[src/hdl/sidc_pkg.sv]
// Package: register indexes, field positions and carriers of the serial IRQ/DMA control block
package sidc_pkg;
  localparam int NCH = 4;
  localparam int IDX_W = 20;
  localparam int ADDR_W = IDX_W + 2;
  // Register indexes per channel; byte address is four times the index
  localparam logic [IDX_W-1:0] CTRL_IX [NCH] = '{20'h401E3, 20'h401E8, 20'h401F3, 20'h401F8};
  localparam logic [IDX_W-1:0] IRS_IX [NCH] = '{20'h401E4, 20'h401E9, 20'h401F4, 20'h401F9};
  localparam logic [IDX_W-1:0] LVL_IX [NCH] = '{20'h40269, 20'h4026A, 20'h4026E, 20'h4026E};
  localparam logic [IDX_W-1:0] EN_IX [NCH] = '{20'h40276, 20'h40276, 20'h40279, 20'h40279};
  localparam logic [IDX_W-1:0] FLG_IX [NCH] = '{20'h40286, 20'h40286, 20'h40289, 20'h40289};
  localparam logic [IDX_W-1:0] DRQ_IX [NCH] = '{20'h40292, 20'h40293, 20'h4029B, 20'h4029B};
  localparam logic [IDX_W-1:0] DAL_IX [NCH] = '{20'h40296, 20'h40297, 20'h4029C, 20'h4029C};
  localparam logic [IDX_W-1:0] STYLE_IX = 20'h402A0;
  // Field positions inside each byte register
  localparam int LVL_POS [NCH] = '{4, 0, 0, 4};
  localparam int EVT_POS [NCH] = '{0, 3, 0, 3};
  localparam int DMA_POS [NCH] = '{6, 0, 2, 4};
  localparam int TX_ALLOW_BIT = 7;
  localparam int RX_ALLOW_BIT = 6;
  localparam int STYLE_BIT = 0;
  // Reset values and codes
  localparam logic STYLE_RST = 1'b1;
  localparam logic [7:0] BYTE_RST = 8'h00;
  localparam logic [1:0] IR_ON = 2'b10;
  localparam logic [1:0] RESP_OKAY = 2'b00;
  localparam logic [1:0] RESP_DECERR = 2'b11;

  // Interrupt sources of one channel, listed from highest priority
  typedef enum logic [1:0] {
    SRC_ERR = 2'b00,
    SRC_FULL = 2'b01,
    SRC_EMPTY = 2'b10
  } sidc_src_e;

  // Event strobes from one serial channel core
  typedef struct packed {
    logic tx_empty;
    logic rx_full;
    logic rx_error;
  } sidc_evt_s;

  // Receive and transmit pair for DMA
  typedef struct packed {
    logic tx;
    logic rx;
  } sidc_dma_s;

  // Configuration presented to one channel core
  typedef struct packed {
    logic transmit_allow;
    logic receive_allow;
    logic [5:0] line_cfg;
    logic infrared_on;
    logic [5:0] infrared_cfg;
  } sidc_cfg_s;

  // Channel interrupt request toward the interrupt logic
  typedef struct packed {
    logic req;
    logic [2:0] level;
    sidc_src_e source;
  } sidc_irq_s;
endpackage

[src/hdl/sidc_ctrl.sv]
// Interrupt, DMA routing and infrared control for four serial channels
// Behaviour
// - 2-bit infrared select: 00 normal, 10 infrared, 01/11 reserved.
// - Each channel has a 3-bit interrupt level 0 to 7.
// - Per-channel error, full, empty enables; even bits 0-2, odd 3-5; reset 0.
// - Event flag reads 1 after its event regardless of enable and level.
// - Clear-only style: 1 clears, 0 ignored; read/write style: write value.
// - Transmit-empty event when byte moves holding register to shifter.
// - Receive-full event when byte moves shifter to receive data register.
// - Receive-error event on parity, framing or overrun error.
// - CPU interrupt needs enable, no higher request, global allow, level above threshold.
// - DMA-routed full/empty events interrupt only after DMA completes, if allowed.
// - Flags clear only by software; a set flag requests again.
// - DMA request selects reset 0; set-only style or read/write style.
// - Select 1 starts DMA on the event; 0 gives a normal interrupt.
// - DMA allow bits reset 0, same styles; request passed only while allowed.
// - Receive error sets error and full flags; error has priority.
// - Control bit 7 allows transmit, bit 6 allows receive; both reset 0.
`timescale 1ns/1ps
`default_nettype none
module sidc_ctrl
  import sidc_pkg::*;
(
  // Clock and reset
  input wire logic aclk,
  input wire logic aresetn,
  // AXI4-Lite write address and data
  input wire logic [sidc_pkg::ADDR_W-1:0] s_axi_awaddr,
  input wire logic [2:0] s_axi_awprot,
  input wire logic s_axi_awvalid,
  output logic s_axi_awready,
  input wire logic [31:0] s_axi_wdata,
  input wire logic [3:0] s_axi_wstrb,
  input wire logic s_axi_wvalid,
  output logic s_axi_wready,
  // AXI4-Lite write response
  output logic [1:0] s_axi_bresp,
  output logic s_axi_bvalid,
  input wire logic s_axi_bready,
  // AXI4-Lite read
  input wire logic [sidc_pkg::ADDR_W-1:0] s_axi_araddr,
  input wire logic [2:0] s_axi_arprot,
  input wire logic s_axi_arvalid,
  output logic s_axi_arready,
  output logic [31:0] s_axi_rdata,
  output logic [1:0] s_axi_rresp,
  output logic s_axi_rvalid,
  input wire logic s_axi_rready,
  // Channel cores
  input wire sidc_pkg::sidc_evt_s [sidc_pkg::NCH-1:0] line_evt,
  output sidc_pkg::sidc_cfg_s [sidc_pkg::NCH-1:0] chan_cfg,
  // Programmed DMA engine
  output sidc_pkg::sidc_dma_s [sidc_pkg::NCH-1:0] dma_req,
  input wire sidc_pkg::sidc_dma_s [sidc_pkg::NCH-1:0] dma_done,
  input wire sidc_pkg::sidc_dma_s [sidc_pkg::NCH-1:0] dma_irq_allow,
  // CPU interrupt logic
  input wire logic global_irq_allow,
  input wire logic [2:0] cpu_irq_threshold,
  input wire logic higher_irq_pending,
  output sidc_pkg::sidc_irq_s [sidc_pkg::NCH-1:0] chan_irq,
  output logic cpu_irq_req,
  output logic [2:0] cpu_irq_level,
  output logic [1:0] cpu_irq_channel,
  output sidc_pkg::sidc_src_e cpu_irq_source
);
  import sidc_pkg::*;

  logic aw_got_q, w_got_q, bvalid_q, rvalid_q, wlane_q, style_q, wr_go, wr_en;
  logic [IDX_W-1:0] wix_q, rix;
  logic [7:0] wbyte_q, rd_byte;
  logic [1:0] bresp_q, rresp_q;
  logic [31:0] rdata_q;
  logic [7:0] ctrl_q [NCH];
  logic [7:0] irs_q [NCH];
  logic [2:0] lvl_q [NCH];
  logic [2:0] en_q [NCH];
  logic [2:0] flag_q [NCH];
  logic [2:0] act [NCH];
  logic [1:0] dsel_q [NCH];
  logic [1:0] dal_q [NCH];
  logic [1:0] pend_q [NCH];
  logic [1:0] rel_q [NCH];
  logic [1:0] routed [NCH];
  sidc_irq_s [NCH-1:0] chan_irq_q;
  logic best_ok;
  logic [2:0] best_lvl;
  logic [1:0] best_ch;
  sidc_src_e best_src;
  logic cpu_irq_q;
  logic [2:0] cpu_lvl_q;
  logic [1:0] cpu_ch_q;
  sidc_src_e cpu_src_q;

  // True when an index names any register of the block
  function automatic logic reg_hit(input logic [IDX_W-1:0] ix);
    logic hit;
    hit = (ix == STYLE_IX);
    for (int c = 0; c < NCH; c++)
    begin
      hit = hit | (ix == CTRL_IX[c]) | (ix == IRS_IX[c]) | (ix == LVL_IX[c]);
      hit = hit | (ix == EN_IX[c]) | (ix == FLG_IX[c]) | (ix == DRQ_IX[c]);
      hit = hit | (ix == DAL_IX[c]);
    end
    return hit;
  endfunction

  // Write strobe for one register
  function automatic logic wr_at(input logic [IDX_W-1:0] ix);
    return wr_en && (wix_q == ix);
  endfunction

  // Set-only style ORs ones in; read/write style takes the written value
  function automatic logic [1:0] set_style(input logic [1:0] old, input logic [1:0] wv);
    return style_q ? (old | wv) : wv;
  endfunction

  // Handshakes; one write and one read in flight at most
  assign s_axi_awready = !aw_got_q && !bvalid_q;
  assign s_axi_wready = !w_got_q && !bvalid_q;
  assign s_axi_arready = !rvalid_q;
  assign s_axi_bvalid = bvalid_q;
  assign s_axi_bresp = bresp_q;
  assign s_axi_rvalid = rvalid_q;
  assign s_axi_rresp = rresp_q;
  assign s_axi_rdata = rdata_q;
  assign wr_go = aw_got_q && w_got_q && !bvalid_q;
  // Registers are one byte wide, so only lane 0 carries data
  assign wr_en = wr_go && wlane_q;
  assign rix = s_axi_araddr[ADDR_W-1:2];

  // Write address and data are taken in either order, then applied once
  always_ff @(posedge aclk)
  begin
    if (!aresetn)
    begin
      aw_got_q <= 1'b0;
      w_got_q <= 1'b0;
      bvalid_q <= 1'b0;
      wix_q <= '0;
      wbyte_q <= BYTE_RST;
      wlane_q <= 1'b0;
      bresp_q <= RESP_OKAY;
    end
    else
    begin
      if (s_axi_awvalid && s_axi_awready)
      begin
        aw_got_q <= 1'b1;
        wix_q <= s_axi_awaddr[ADDR_W-1:2];
      end
      if (s_axi_wvalid && s_axi_wready)
      begin
        w_got_q <= 1'b1;
        wbyte_q <= s_axi_wdata[7:0];
        wlane_q <= s_axi_wstrb[0];
      end
      if (wr_go)
      begin
        aw_got_q <= 1'b0;
        w_got_q <= 1'b0;
        bvalid_q <= 1'b1;
        bresp_q <= reg_hit(wix_q) ? RESP_OKAY : RESP_DECERR;
      end
      else if (bvalid_q && s_axi_bready)
        bvalid_q <= 1'b0;
    end
  end

  // Read byte assembly; reserved and foreign bits read zero
  always_comb
  begin
    rd_byte = BYTE_RST;
    if (rix == STYLE_IX)
      rd_byte[STYLE_BIT] = style_q;
    for (int c = 0; c < NCH; c++)
    begin
      if (rix == CTRL_IX[c])
        rd_byte = ctrl_q[c];
      if (rix == IRS_IX[c])
        rd_byte = irs_q[c];
      if (rix == LVL_IX[c])
        rd_byte[LVL_POS[c] +: 3] = lvl_q[c];
      if (rix == EN_IX[c])
        rd_byte[EVT_POS[c] +: 3] = en_q[c];
      if (rix == FLG_IX[c])
        rd_byte[EVT_POS[c] +: 3] = flag_q[c];
      if (rix == DRQ_IX[c])
        rd_byte[DMA_POS[c] +: 2] = dsel_q[c];
      if (rix == DAL_IX[c])
        rd_byte[DMA_POS[c] +: 2] = dal_q[c];
    end
  end

  // Read data path; unmapped reads return zero with a decode error
  always_ff @(posedge aclk)
  begin
    if (!aresetn)
    begin
      rvalid_q <= 1'b0;
      rdata_q <= 32'h0000_0000;
      rresp_q <= RESP_OKAY;
    end
    else if (s_axi_arvalid && s_axi_arready)
    begin
      rvalid_q <= 1'b1;
      rdata_q <= {24'h00_0000, rd_byte};
      rresp_q <= reg_hit(rix) ? RESP_OKAY : RESP_DECERR;
    end
    else if (rvalid_q && s_axi_rready)
      rvalid_q <= 1'b0;
  end

  // Write style for flags and DMA bits; clear-only for flags and set-only for DMA bits is the default
  always_ff @(posedge aclk)
  begin
    if (!aresetn)
      style_q <= STYLE_RST;
    else if (wr_at(STYLE_IX))
      style_q <= wbyte_q[STYLE_BIT];
  end

  // Plain configuration bytes, levels and enables
  always_ff @(posedge aclk)
  begin
    for (int c = 0; c < NCH; c++)
    begin
      if (!aresetn)
      begin
        ctrl_q[c] <= BYTE_RST;
        irs_q[c] <= BYTE_RST;
        lvl_q[c] <= '0;
        en_q[c] <= '0;
      end
      else
      begin
        if (wr_at(CTRL_IX[c]))
          ctrl_q[c] <= wbyte_q;
        if (wr_at(IRS_IX[c]))
          irs_q[c] <= wbyte_q;
        if (wr_at(LVL_IX[c]))
          lvl_q[c] <= wbyte_q[LVL_POS[c] +: 3];
        if (wr_at(EN_IX[c]))
          en_q[c] <= wbyte_q[EVT_POS[c] +: 3];
      end
    end
  end

  // Event flags; a new event wins over a clear in the same cycle
  always_ff @(posedge aclk)
  begin
    for (int c = 0; c < NCH; c++)
    begin
      if (!aresetn)
        flag_q[c] <= '0;
      else if (wr_at(FLG_IX[c]))
        flag_q[c] <= (style_q ? (flag_q[c] & ~wbyte_q[EVT_POS[c] +: 3])
                              : wbyte_q[EVT_POS[c] +: 3])
                     | {line_evt[c].tx_empty, line_evt[c].rx_full | line_evt[c].rx_error,
                        line_evt[c].rx_error};
      else
        flag_q[c] <= flag_q[c] | {line_evt[c].tx_empty,
                                  line_evt[c].rx_full | line_evt[c].rx_error,
                                  line_evt[c].rx_error};
    end
  end

  // DMA request selects and allows
  always_ff @(posedge aclk)
  begin
    for (int c = 0; c < NCH; c++)
    begin
      if (!aresetn)
      begin
        dsel_q[c] <= '0;
        dal_q[c] <= '0;
      end
      else
      begin
        if (wr_at(DRQ_IX[c]))
          dsel_q[c] <= set_style(dsel_q[c], wbyte_q[DMA_POS[c] +: 2]);
        if (wr_at(DAL_IX[c]))
          dal_q[c] <= set_style(dal_q[c], wbyte_q[DMA_POS[c] +: 2]);
      end
    end
  end

  // Outstanding DMA transfers and their interrupt release after completion
  always_ff @(posedge aclk)
  begin
    for (int c = 0; c < NCH; c++)
    begin
      if (!aresetn)
      begin
        pend_q[c] <= '0;
        rel_q[c] <= '0;
      end
      else
      begin
        pend_q[c] <= (pend_q[c] & ~dma_done[c])
                     | ({line_evt[c].tx_empty, line_evt[c].rx_full} & routed[c]);
        // Release lapses with the flag so the next event waits for DMA again
        rel_q[c] <= (rel_q[c] & {flag_q[c][2], flag_q[c][1]})
                    | (dma_done[c] & dma_irq_allow[c]);
      end
    end
  end

  // Routing, gated DMA requests, eligible sources and channel config
  always_comb
  begin
    for (int c = 0; c < NCH; c++)
    begin
      routed[c] = dsel_q[c] & dal_q[c];
      dma_req[c] = pend_q[c] & routed[c];
      act[c] = flag_q[c] & en_q[c]
               & {~(routed[c][1] & ~rel_q[c][1]), ~(routed[c][0] & ~rel_q[c][0]), 1'b1};
      chan_cfg[c].transmit_allow = ctrl_q[c][TX_ALLOW_BIT];
      chan_cfg[c].receive_allow = ctrl_q[c][RX_ALLOW_BIT];
      chan_cfg[c].line_cfg = ctrl_q[c][5:0];
      chan_cfg[c].infrared_on = (irs_q[c][1:0] == IR_ON);
      chan_cfg[c].infrared_cfg = irs_q[c][7:2];
    end
  end

  // Pick the highest level among requesting channels; ties go to the lower channel
  always_comb
  begin
    best_ok = 1'b0;
    best_lvl = '0;
    best_ch = '0;
    best_src = SRC_ERR;
    for (int c = 0; c < NCH; c++)
    begin
      if ((act[c] != 3'b000) && (!best_ok || (lvl_q[c] > best_lvl)))
      begin
        best_ok = 1'b1;
        best_lvl = lvl_q[c];
        best_ch = c[1:0];
        best_src = act[c][0] ? SRC_ERR : (act[c][1] ? SRC_FULL : SRC_EMPTY);
      end
    end
  end

  // Registered channel requests, held while the flag stays set
  always_ff @(posedge aclk)
  begin
    for (int c = 0; c < NCH; c++)
    begin
      if (!aresetn)
        chan_irq_q[c] <= '{req: 1'b0, level: 3'b000, source: SRC_ERR};
      else
      begin
        chan_irq_q[c].req <= (act[c] != 3'b000);
        chan_irq_q[c].level <= lvl_q[c];
        chan_irq_q[c].source <= act[c][0] ? SRC_ERR : (act[c][1] ? SRC_FULL : SRC_EMPTY);
      end
    end
  end

  // CPU interrupt gate
  always_ff @(posedge aclk)
  begin
    if (!aresetn)
    begin
      cpu_irq_q <= 1'b0;
      cpu_lvl_q <= '0;
      cpu_ch_q <= '0;
      cpu_src_q <= SRC_ERR;
    end
    else
    begin
      cpu_irq_q <= best_ok && global_irq_allow && !higher_irq_pending
                   && (best_lvl > cpu_irq_threshold);
      cpu_lvl_q <= best_lvl;
      cpu_ch_q <= best_ch;
      cpu_src_q <= best_src;
    end
  end

  assign chan_irq = chan_irq_q;
  assign cpu_irq_req = cpu_irq_q;
  assign cpu_irq_level = cpu_lvl_q;
  assign cpu_irq_channel = cpu_ch_q;
  assign cpu_irq_source = cpu_src_q;
endmodule // sidc_ctrl
`default_nettype wire

[config.mk]
export PLATFORM = sky130hd
export DESIGN_NAME = sidc_ctrl
export DESIGN_NICKNAME = d
export VERILOG_FILES = /design/src/hdl/sidc_pkg.sv /design/src/hdl/sidc_ctrl.sv
export SDC_FILE = /design/constraint.sdc
export NUM_CORES = 1
export LEC_CHECK = 0
export BUFFER_PORTS_ARGS = -buffer_cell sky130_fd_sc_hd__buf_2
export CORE_MARGIN = 3
export CORE_UTILIZATION = 50
export DETAILED_ROUTE_END_ITERATION = 7
export PLACE_DENSITY = 0.75
export SETUP_SLACK_MARGIN = 0.5
export SYNTH_ARGS = -nofsm -noshare
export SYNTH_HDL_FRONTEND = slang
export SYNTH_SLANG_ARGS = --single-unit
[constraint.sdc]
create_clock -name aclk -period 16.29 [get_ports aclk]
set_input_delay 0.8145 -clock aclk [delete_from_list [all_inputs] [get_ports aclk]]
set_output_delay 0.8145 -clock aclk [all_outputs]
set_load 0.01 [all_outputs]
==> results.sh, run 1 <==
export IMPL_status="finished clean"
export IMPL_row_count=53
export IMPL_finalCriticalPeriod_ns=6.68
export IMPL_hp_class="flip-flop to flip-flop"
export IMPL_path_class="flip-flop to flip-flop"
export IMPL_grt_remaining_overflow=0
export IMPL_grt_max_degree=66
export IMPL_synth_edf_count=116
export IMPL_yosysWarnings=0
export IMPL_cts_setup_buffers=0
export IMPL_max_cap_violations=0
export IMPL_crit_path_start_kind="flip-flop"
export IMPL_cp_required_ns=16.67
export IMPL_drive_gt1_share_pct=20.6
export IMPL_drc=0
export IMPL_multiInputGateArea_um2=5150
export IMPL_clkLatencyLatePin_ns=0.52
export IMPL_drt_iter0_drc=1197
export IMPL_p_total_mw=1.23
export IMPL_synth_main_ff_cell="edfxtp_1"
export IMPL_p_leak_nw=5.13
export IMPL_synth_top_area_cell="edfxtp_1"
export IMPL_avgViaCountPerCell=6.14
export IMPL_syn_avg_cell_area_um2=9.45
export IMPL_cts_max_level=1
export IMPL_nets=1469
export IMPL_finalMaxSlewViolations=0
export IMPL_cts_tree="built"
export IMPL_fin_crit_sh_pct=41.0
export IMPL_holdPathStages=2
export IMPL_wl_per_cell_um=22.5
export IMPL_holdBufCountCts=0
export IMPL_areaGrowthSynthToFinish_pct=15.2
export IMPL_die_area_um2=23900
export IMPL_io_buffers=205
export IMPL_synth_common_cells="nand2_1, edfxtp_1, and2_1, dfxtp_1, nor2_1"
export IMPL_vdd_ir_drop_max_uv=64.3
export IMPL_cts_resized=0
export IMPL_crit_path_end_kind="flip-flop"
export IMPL_clock_sinks=208
export IMPL_initial_utilization_pct=51.7
export IMPL_numCtsBuffers=22
export IMPL_drt_total_wl_mm=36.4
export IMPL_path_clk_slew_ns=0.06
export IMPL_ys_seq_area_share_pct=48.3
export IMPL_power_density_nw_per_um2=97.1
export IMPL_yosys_register_bits=208
export IMPL_cp_arrival_ns=7.05
export IMPL_worst_pin_slew_ns=1.24
export IMPL_antenna_left=0
export IMPL_dp_cells=1582
export IMPL_place_gp_congestion=0.989
export IMPL_num_vias=9947
export IMPL_clockBufferDepth=3
export IMPL_reg2regPathDepth=27
export IMPL_yosysTopAreaCellShare_pct=31.6
export IMPL_fin_tns_setup_ns=0
export IMPL_hpwl_mm=27.6
export IMPL_core_um2=21400
export IMPL_layoutNonFillerInstCount=1621
export IMPL_synth_cell_types=79
export IMPL_antenna_found_initial=0
export IMPL_diodes=0
export IMPL_grt_usage_pct=29.0
export IMPL_die_y_um=155
export IMPL_synth_area_leaders="edfxtp_1, dfxtp_1, and2_1"
export IMPL_slew_headroom_pct=16.4
export IMPL_setup_viol=0
export IMPL_cts_root_buf="clkbuf_16"
export IMPL_rsz0062_at_grt="false"
export IMPL_cp_max_fo=12
export IMPL_syn_instance_count=1167
export IMPL_max_clock_freq_ghz=0.150
export IMPL_synth_most_common_cell="nand2_1"
export IMPL_die_x_um=155
export IMPL_ff_latch_area_um2=5330
export IMPL_pin_count=267
export IMPL_synth_cell_area_um2=11000
export IMPL_grt_pass1_vias=9133
export IMPL_grt_pass1_wl_mm=54.1
export IMPL_dr_pass1_iters=6
export IMPL_skew_ns=0.0233
export IMPL_timing_final_hold_violations=0
export IMPL_synthArstFlopShare_pct=0
export IMPL_fillCellCount=1912
## state kept, by name (all words and copies together), names as in the netlist, 2 cells and up
name             flops
wix_q               20
cpu_irq_channel      2
dsel_q               8
cpu_irq_source       2
ctrl_q              32
pend_q               8
en_q                12
dal_q                8
chan_irq            24
wbyte_q              8
flag_q              12
lvl_q               12
irs_q               32
rel_q                8
s_axi_rdata          8
cpu_irq_level        3
## per-layer routing
layer	routed length [um]	share of wire, %	vias to the layer above	global-route usage [%]
met5	0	0	-	0
met4	1170	3.2	0	8.41
met3	4060	11	92	5.48
met2	16600	46	644	46.5
met1	14600	40	4702	40.4
li1	-	-	4509	-
## cell type report
| class | instances | share of cell area (%) |
|---|---|---|
| well taps | 275 | 2.71 |
| clock inverters | 6 | 0.276 |
| flip-flops and latches | 208 | 41.9 |
| repair buffers | 212 | 8.51 |
| clock buffers | 33 | 5.36 |
| multi-input cells | 862 | 40.5 |
| inverters | 25 | 0.738 |
## placed cells by master (no fill, tap or decap), drive strengths merged, types with 16 or more instances in the layout
master,instances
buf,212
nand2,139
edfxtp,116
and2,109
dfxtp,92
nor2,80
o21ai,47
a21boi,46
a21oi,42
nand3,36
conb,36
clkbuf,33
inv,27
nor3,27
nor2b,25
and3,25
nand4,21
nand2b,16
## logic make-up after synthesis
group                      share of synthesized area (%)
adders and majority gates                           1.36
buffers and inverters                               6.19
other                                             0.0681
DFF                                                 48.3
xor gates and xnor gates                          0.0794
and+or+nand+nor                                     26.7
muxes                                              0.181
AOI/OAI and AO/OA                                   17.1
## worst paths after layout
kind | from | slack [ns] | end
min reg2reg | wix_q[14]$_SDFFE_PN0P_ | 0.47 | wix_q[14]$_SDFFE_PN0P_
min | wix_q[14]$_SDFFE_PN0P_ | 0.47 | wix_q[14]$_SDFFE_PN0P_
max | dsel_q[0][0]$_SDFFCE_PN0P_ | 9.61 | cpu_irq_req$_SDFF_PN0_
max reg2reg | dsel_q[0][0]$_SDFFCE_PN0P_ | 9.61 | cpu_irq_req$_SDFF_PN0_
## power by group
| part | internal [mW] | leakage [nW] | switching [mW] |
|---|---|---|---|
| Sequential | 0.579 | 1.95 | 0.0297 |
| Clock | 0.289 | 0.359 | 0.209 |
| Combinational | 0.0500 | 2.82 | 0.0783 |
| Total | 0.917 | 5.13 | 0.317 |
## critical path, stage by stage (launching register included)
cell and delay, ns:
edfxtp_1 0.53, and3b_1 0.27, o221ai_1 0.67, nand2_1 0.21, ha_1 0.33, nor2b_1 0.13
o21ai_0 0.23, a21o_1 0.28, a21oi_1 0.12, nor2_1 0.18, ha_1 0.28, nor2b_1 0.14
o21ai_0 0.22, a32o_1 0.20, a21oi_1 0.18, o32ai_1 0.43, ha_1 0.32, nor2b_1 0.13
o21ai_0 0.14, a32oi_1 0.08, a21oi_1 0.22, or2_2 0.24, mux2i_1 0.25, ha_1 0.27
nor2b_1 0.13, o21a_1 0.15, o21ai_0 0.16, a31oi_1 0.05
## per-stage QoR
stage	utilization, %	setup WS, ns	hold slack [ns]	area [um^2]
floorplan	-	10.73	0.442	11200
global placement	56.2	9.94	0.454	12000
detailed placement	56.2	9.77	0.461	12000
CTS	59.5	9.74	0.470	12700
global route	59.5	9.11	0.503	12700
finish	59.5	9.61	0.468	12700
Note: power is estimated with default switching activity, not from simulation.
==> inputs of run 2 (changes only) <==
- clock period: 16.29 -> 6.8 ns (I/O delays scaled with it)
==> results.sh, run 2 (synthesis gave the netlist of run 1 again) <==
export IMPL_timing_rr_start="dsel_q[0][1]$_SDFFCE_PN0P_"
export IMPL_cp_arrival_ns=6.30
export IMPL_fin_area_um2=12700
export IMPL_pre_cts_slack_ns=0.833
export IMPL_areaGrowthSynthToFinish_pct=15.5
export IMPL_hold_end="wix_q[19]$_SDFFE_PN0P_"
export IMPL_die_x_um=155
export IMPL_p_total_mw=2.98
export IMPL_numCtsBuffers=23
export IMPL_min_from="s_axi_awaddr[21]"
export IMPL_die_y_um=155
export IMPL_initial_utilization_pct=51.7
export IMPL_cts_max_level=1
export IMPL_clock_sinks=208
export IMPL_grt_max_degree=73
export IMPL_postPlaceCellArea_um2=12000
export IMPL_layout_commonest_cell="buf_2"
export IMPL_avgViaCountPerCell=6.05
export IMPL_layoutNonFillerInstCount=1625
export IMPL_cts_root_buf="clkbuf_16"
export IMPL_grt_remaining_overflow=0
export IMPL_dr_pass1_iters=5
export IMPL_antenna_found_initial=1
export IMPL_crit_path_end_kind="flip-flop"
export IMPL_clkLatencyLatePin_ns=0.52
export IMPL_drt_iter0_drc=961
export IMPL_fin_crit_sh_pct=86.1
export IMPL_wl_per_cell_um=22.4
export IMPL_p_leak_nw=5.13
export IMPL_fin_tns_setup_ns=0
export IMPL_finalMaxSlewViolations=0
export IMPL_cp_max_fo=12
export IMPL_antenna_left=0
export IMPL_drt_total_wl_mm=36.4
export IMPL_power_density_nw_per_um2=234
export IMPL_drc=0
export IMPL_clockBufferDepth=3
export IMPL_skew_ns=0.0171
export IMPL_core_um2=21400
export IMPL_grt_pass1_wl_mm=53.6
export IMPL_drive_gt1_share_pct=20.4
export IMPL_cts_tree="built"
export IMPL_max_clock_freq_ghz=0.171
export IMPL_finalCriticalPeriod_ns=5.85
export IMPL_reg2reg_to="cpu_irq_req$_SDFF_PN0_"
export IMPL_crit_path_start_kind="flip-flop"
export IMPL_cp_required_ns=7.24
export IMPL_dp_cells=1582
export IMPL_row_count=53
export IMPL_vdd_ir_drop_max_uv=168
export IMPL_io_buffers=205
export IMPL_path_clk_slew_ns=0.06
export IMPL_max_cap_violations=0
export IMPL_hpwl_mm=27.6
export IMPL_path_class="flip-flop to flip-flop"
export IMPL_status="finished clean"
export IMPL_fillCellCount=1867
export IMPL_pin_count=267
export IMPL_grt_usage_pct=28.9
export IMPL_holdBufCountCts=0
export IMPL_layout_common_cells="buf_2, nand2_1, edfxtp_1"
export IMPL_hp_class="input pin to flip-flop"
export IMPL_rsz0062_at_grt="false"
export IMPL_worst_pin_slew_ns=1.16
export IMPL_setup_viol=0
export IMPL_nets=1471
export IMPL_diodes=0
export IMPL_setup_slack_ns=0.945
export IMPL_timing_final_hold_violations=0
export IMPL_slew_headroom_pct=22.1
export IMPL_die_area_um2=23900
export IMPL_place_gp_congestion=1.02
export IMPL_holdPathStages=3
export IMPL_r2r_slack_ns=0.95
export IMPL_crit_path_start="dsel_q[0][1]$_SDFFCE_PN0P_"
export IMPL_num_vias=9832
export IMPL_grt_pass1_vias=9073
export IMPL_reg2regPathDepth=27
==> run 2: changes by cell type in the layout (fill, tap and decap cells not counted), sizes merged <==
cell / before / now
clkinvlp: 1 / 0
buf: 212 / 213
inv: 27 / 28
bufinv: 0 / 1
clkbuf: 33 / 35
==> run 2: final cells by class <==
cell class / instances / area [um^2] / share of cell area [%]
Sequential cell: 208 / 5330 / 41.8
Multi-Input combinational cell: 862 / 5170 / 40.5
Timing Repair Buffer: 213 / 1090 / 8.54
Clock buffer: 35 / 641 / 5.03
Tap cell: 275 / 344 / 2.70
Inverter: 25 / 93.8 / 0.736
Clock inverter: 7 / 85.1 / 0.668
==> run 2: worst max-delay path: stages (launching register included) <==
cell and delay, ns:
edfxtp_1 0.47, and3b_1 0.24, o221ai_1 0.17, buf_4 0.21, nand2_1 0.09, ha_1 0.29
nor2b_1 0.13, o21ai_0 0.25, a211oi_2 0.14, nor2_1 0.19, nor2_1 0.08, ha_1 0.32
nor2b_1 0.14, o21ai_0 0.23, a32o_1 0.22, a21oi_2 0.13, o32ai_2 0.34, ha_1 0.30
nor2b_1 0.13, o21ai_0 0.13, a32oi_1 0.07, a21oi_1 0.19, or2_2 0.22, mux2i_1 0.25
ha_1 0.28, a311oi_1 0.28, o21ai_0 0.12, a31oi_1 0.14
==> run 2: worst max path at each step <==
stage	to	slack, ns	depth (start not counted)
finish	cpu_irq_req$_SDFF_PN0_	0.95	27
global route	cpu_irq_req$_SDFF_PN0_	0.53	27
CTS	cpu_irq_req$_SDFF_PN0_	0.80	27
detailed placement	cpu_irq_req$_SDFF_PN0_	0.83	28
global placement	cpu_irq_req$_SDFF_PN0_	0.91	28
floorplan	cpu_irq_req$_SDFF_PN0_	1.24	29
==> run 2: power by group <==
group          total (mW)  switching (mW)  internal [mW]
Clock                1.21           0.511          0.697
Combinational       0.303           0.181          0.122
Sequential           1.47          0.0798           1.39
Total                2.98           0.772           2.20
==> run 2: repair_timing <==
action / in CTS / in global routing
resized for setup: 0 / 3
buffers inserted: 0 / 1
hold endpoints to repair: 0 / 0
endpoints found under the setup margin: 0 / 1
==> run 2: per-layer routing <==
layer	up-vias	wire length [um]	global-route usage [%]
met5	-	0	0
met4	0	1810	13.3
met3	106	3660	5.51
met2	615	16000	44.7
met1	4591	14900	39.6
li1	4520	-	-
==> run 2: stage by stage <==
stage	util (%)	hold slack [ns]
6_report	59.7	0.0629
5_1_grt	59.7	0.0646
2_1_floorplan	-	0.442
3_3_place_gp	56.2	0.452
3_5_place_dp	56.2	0.460
4_1_cts	59.6	0.0491
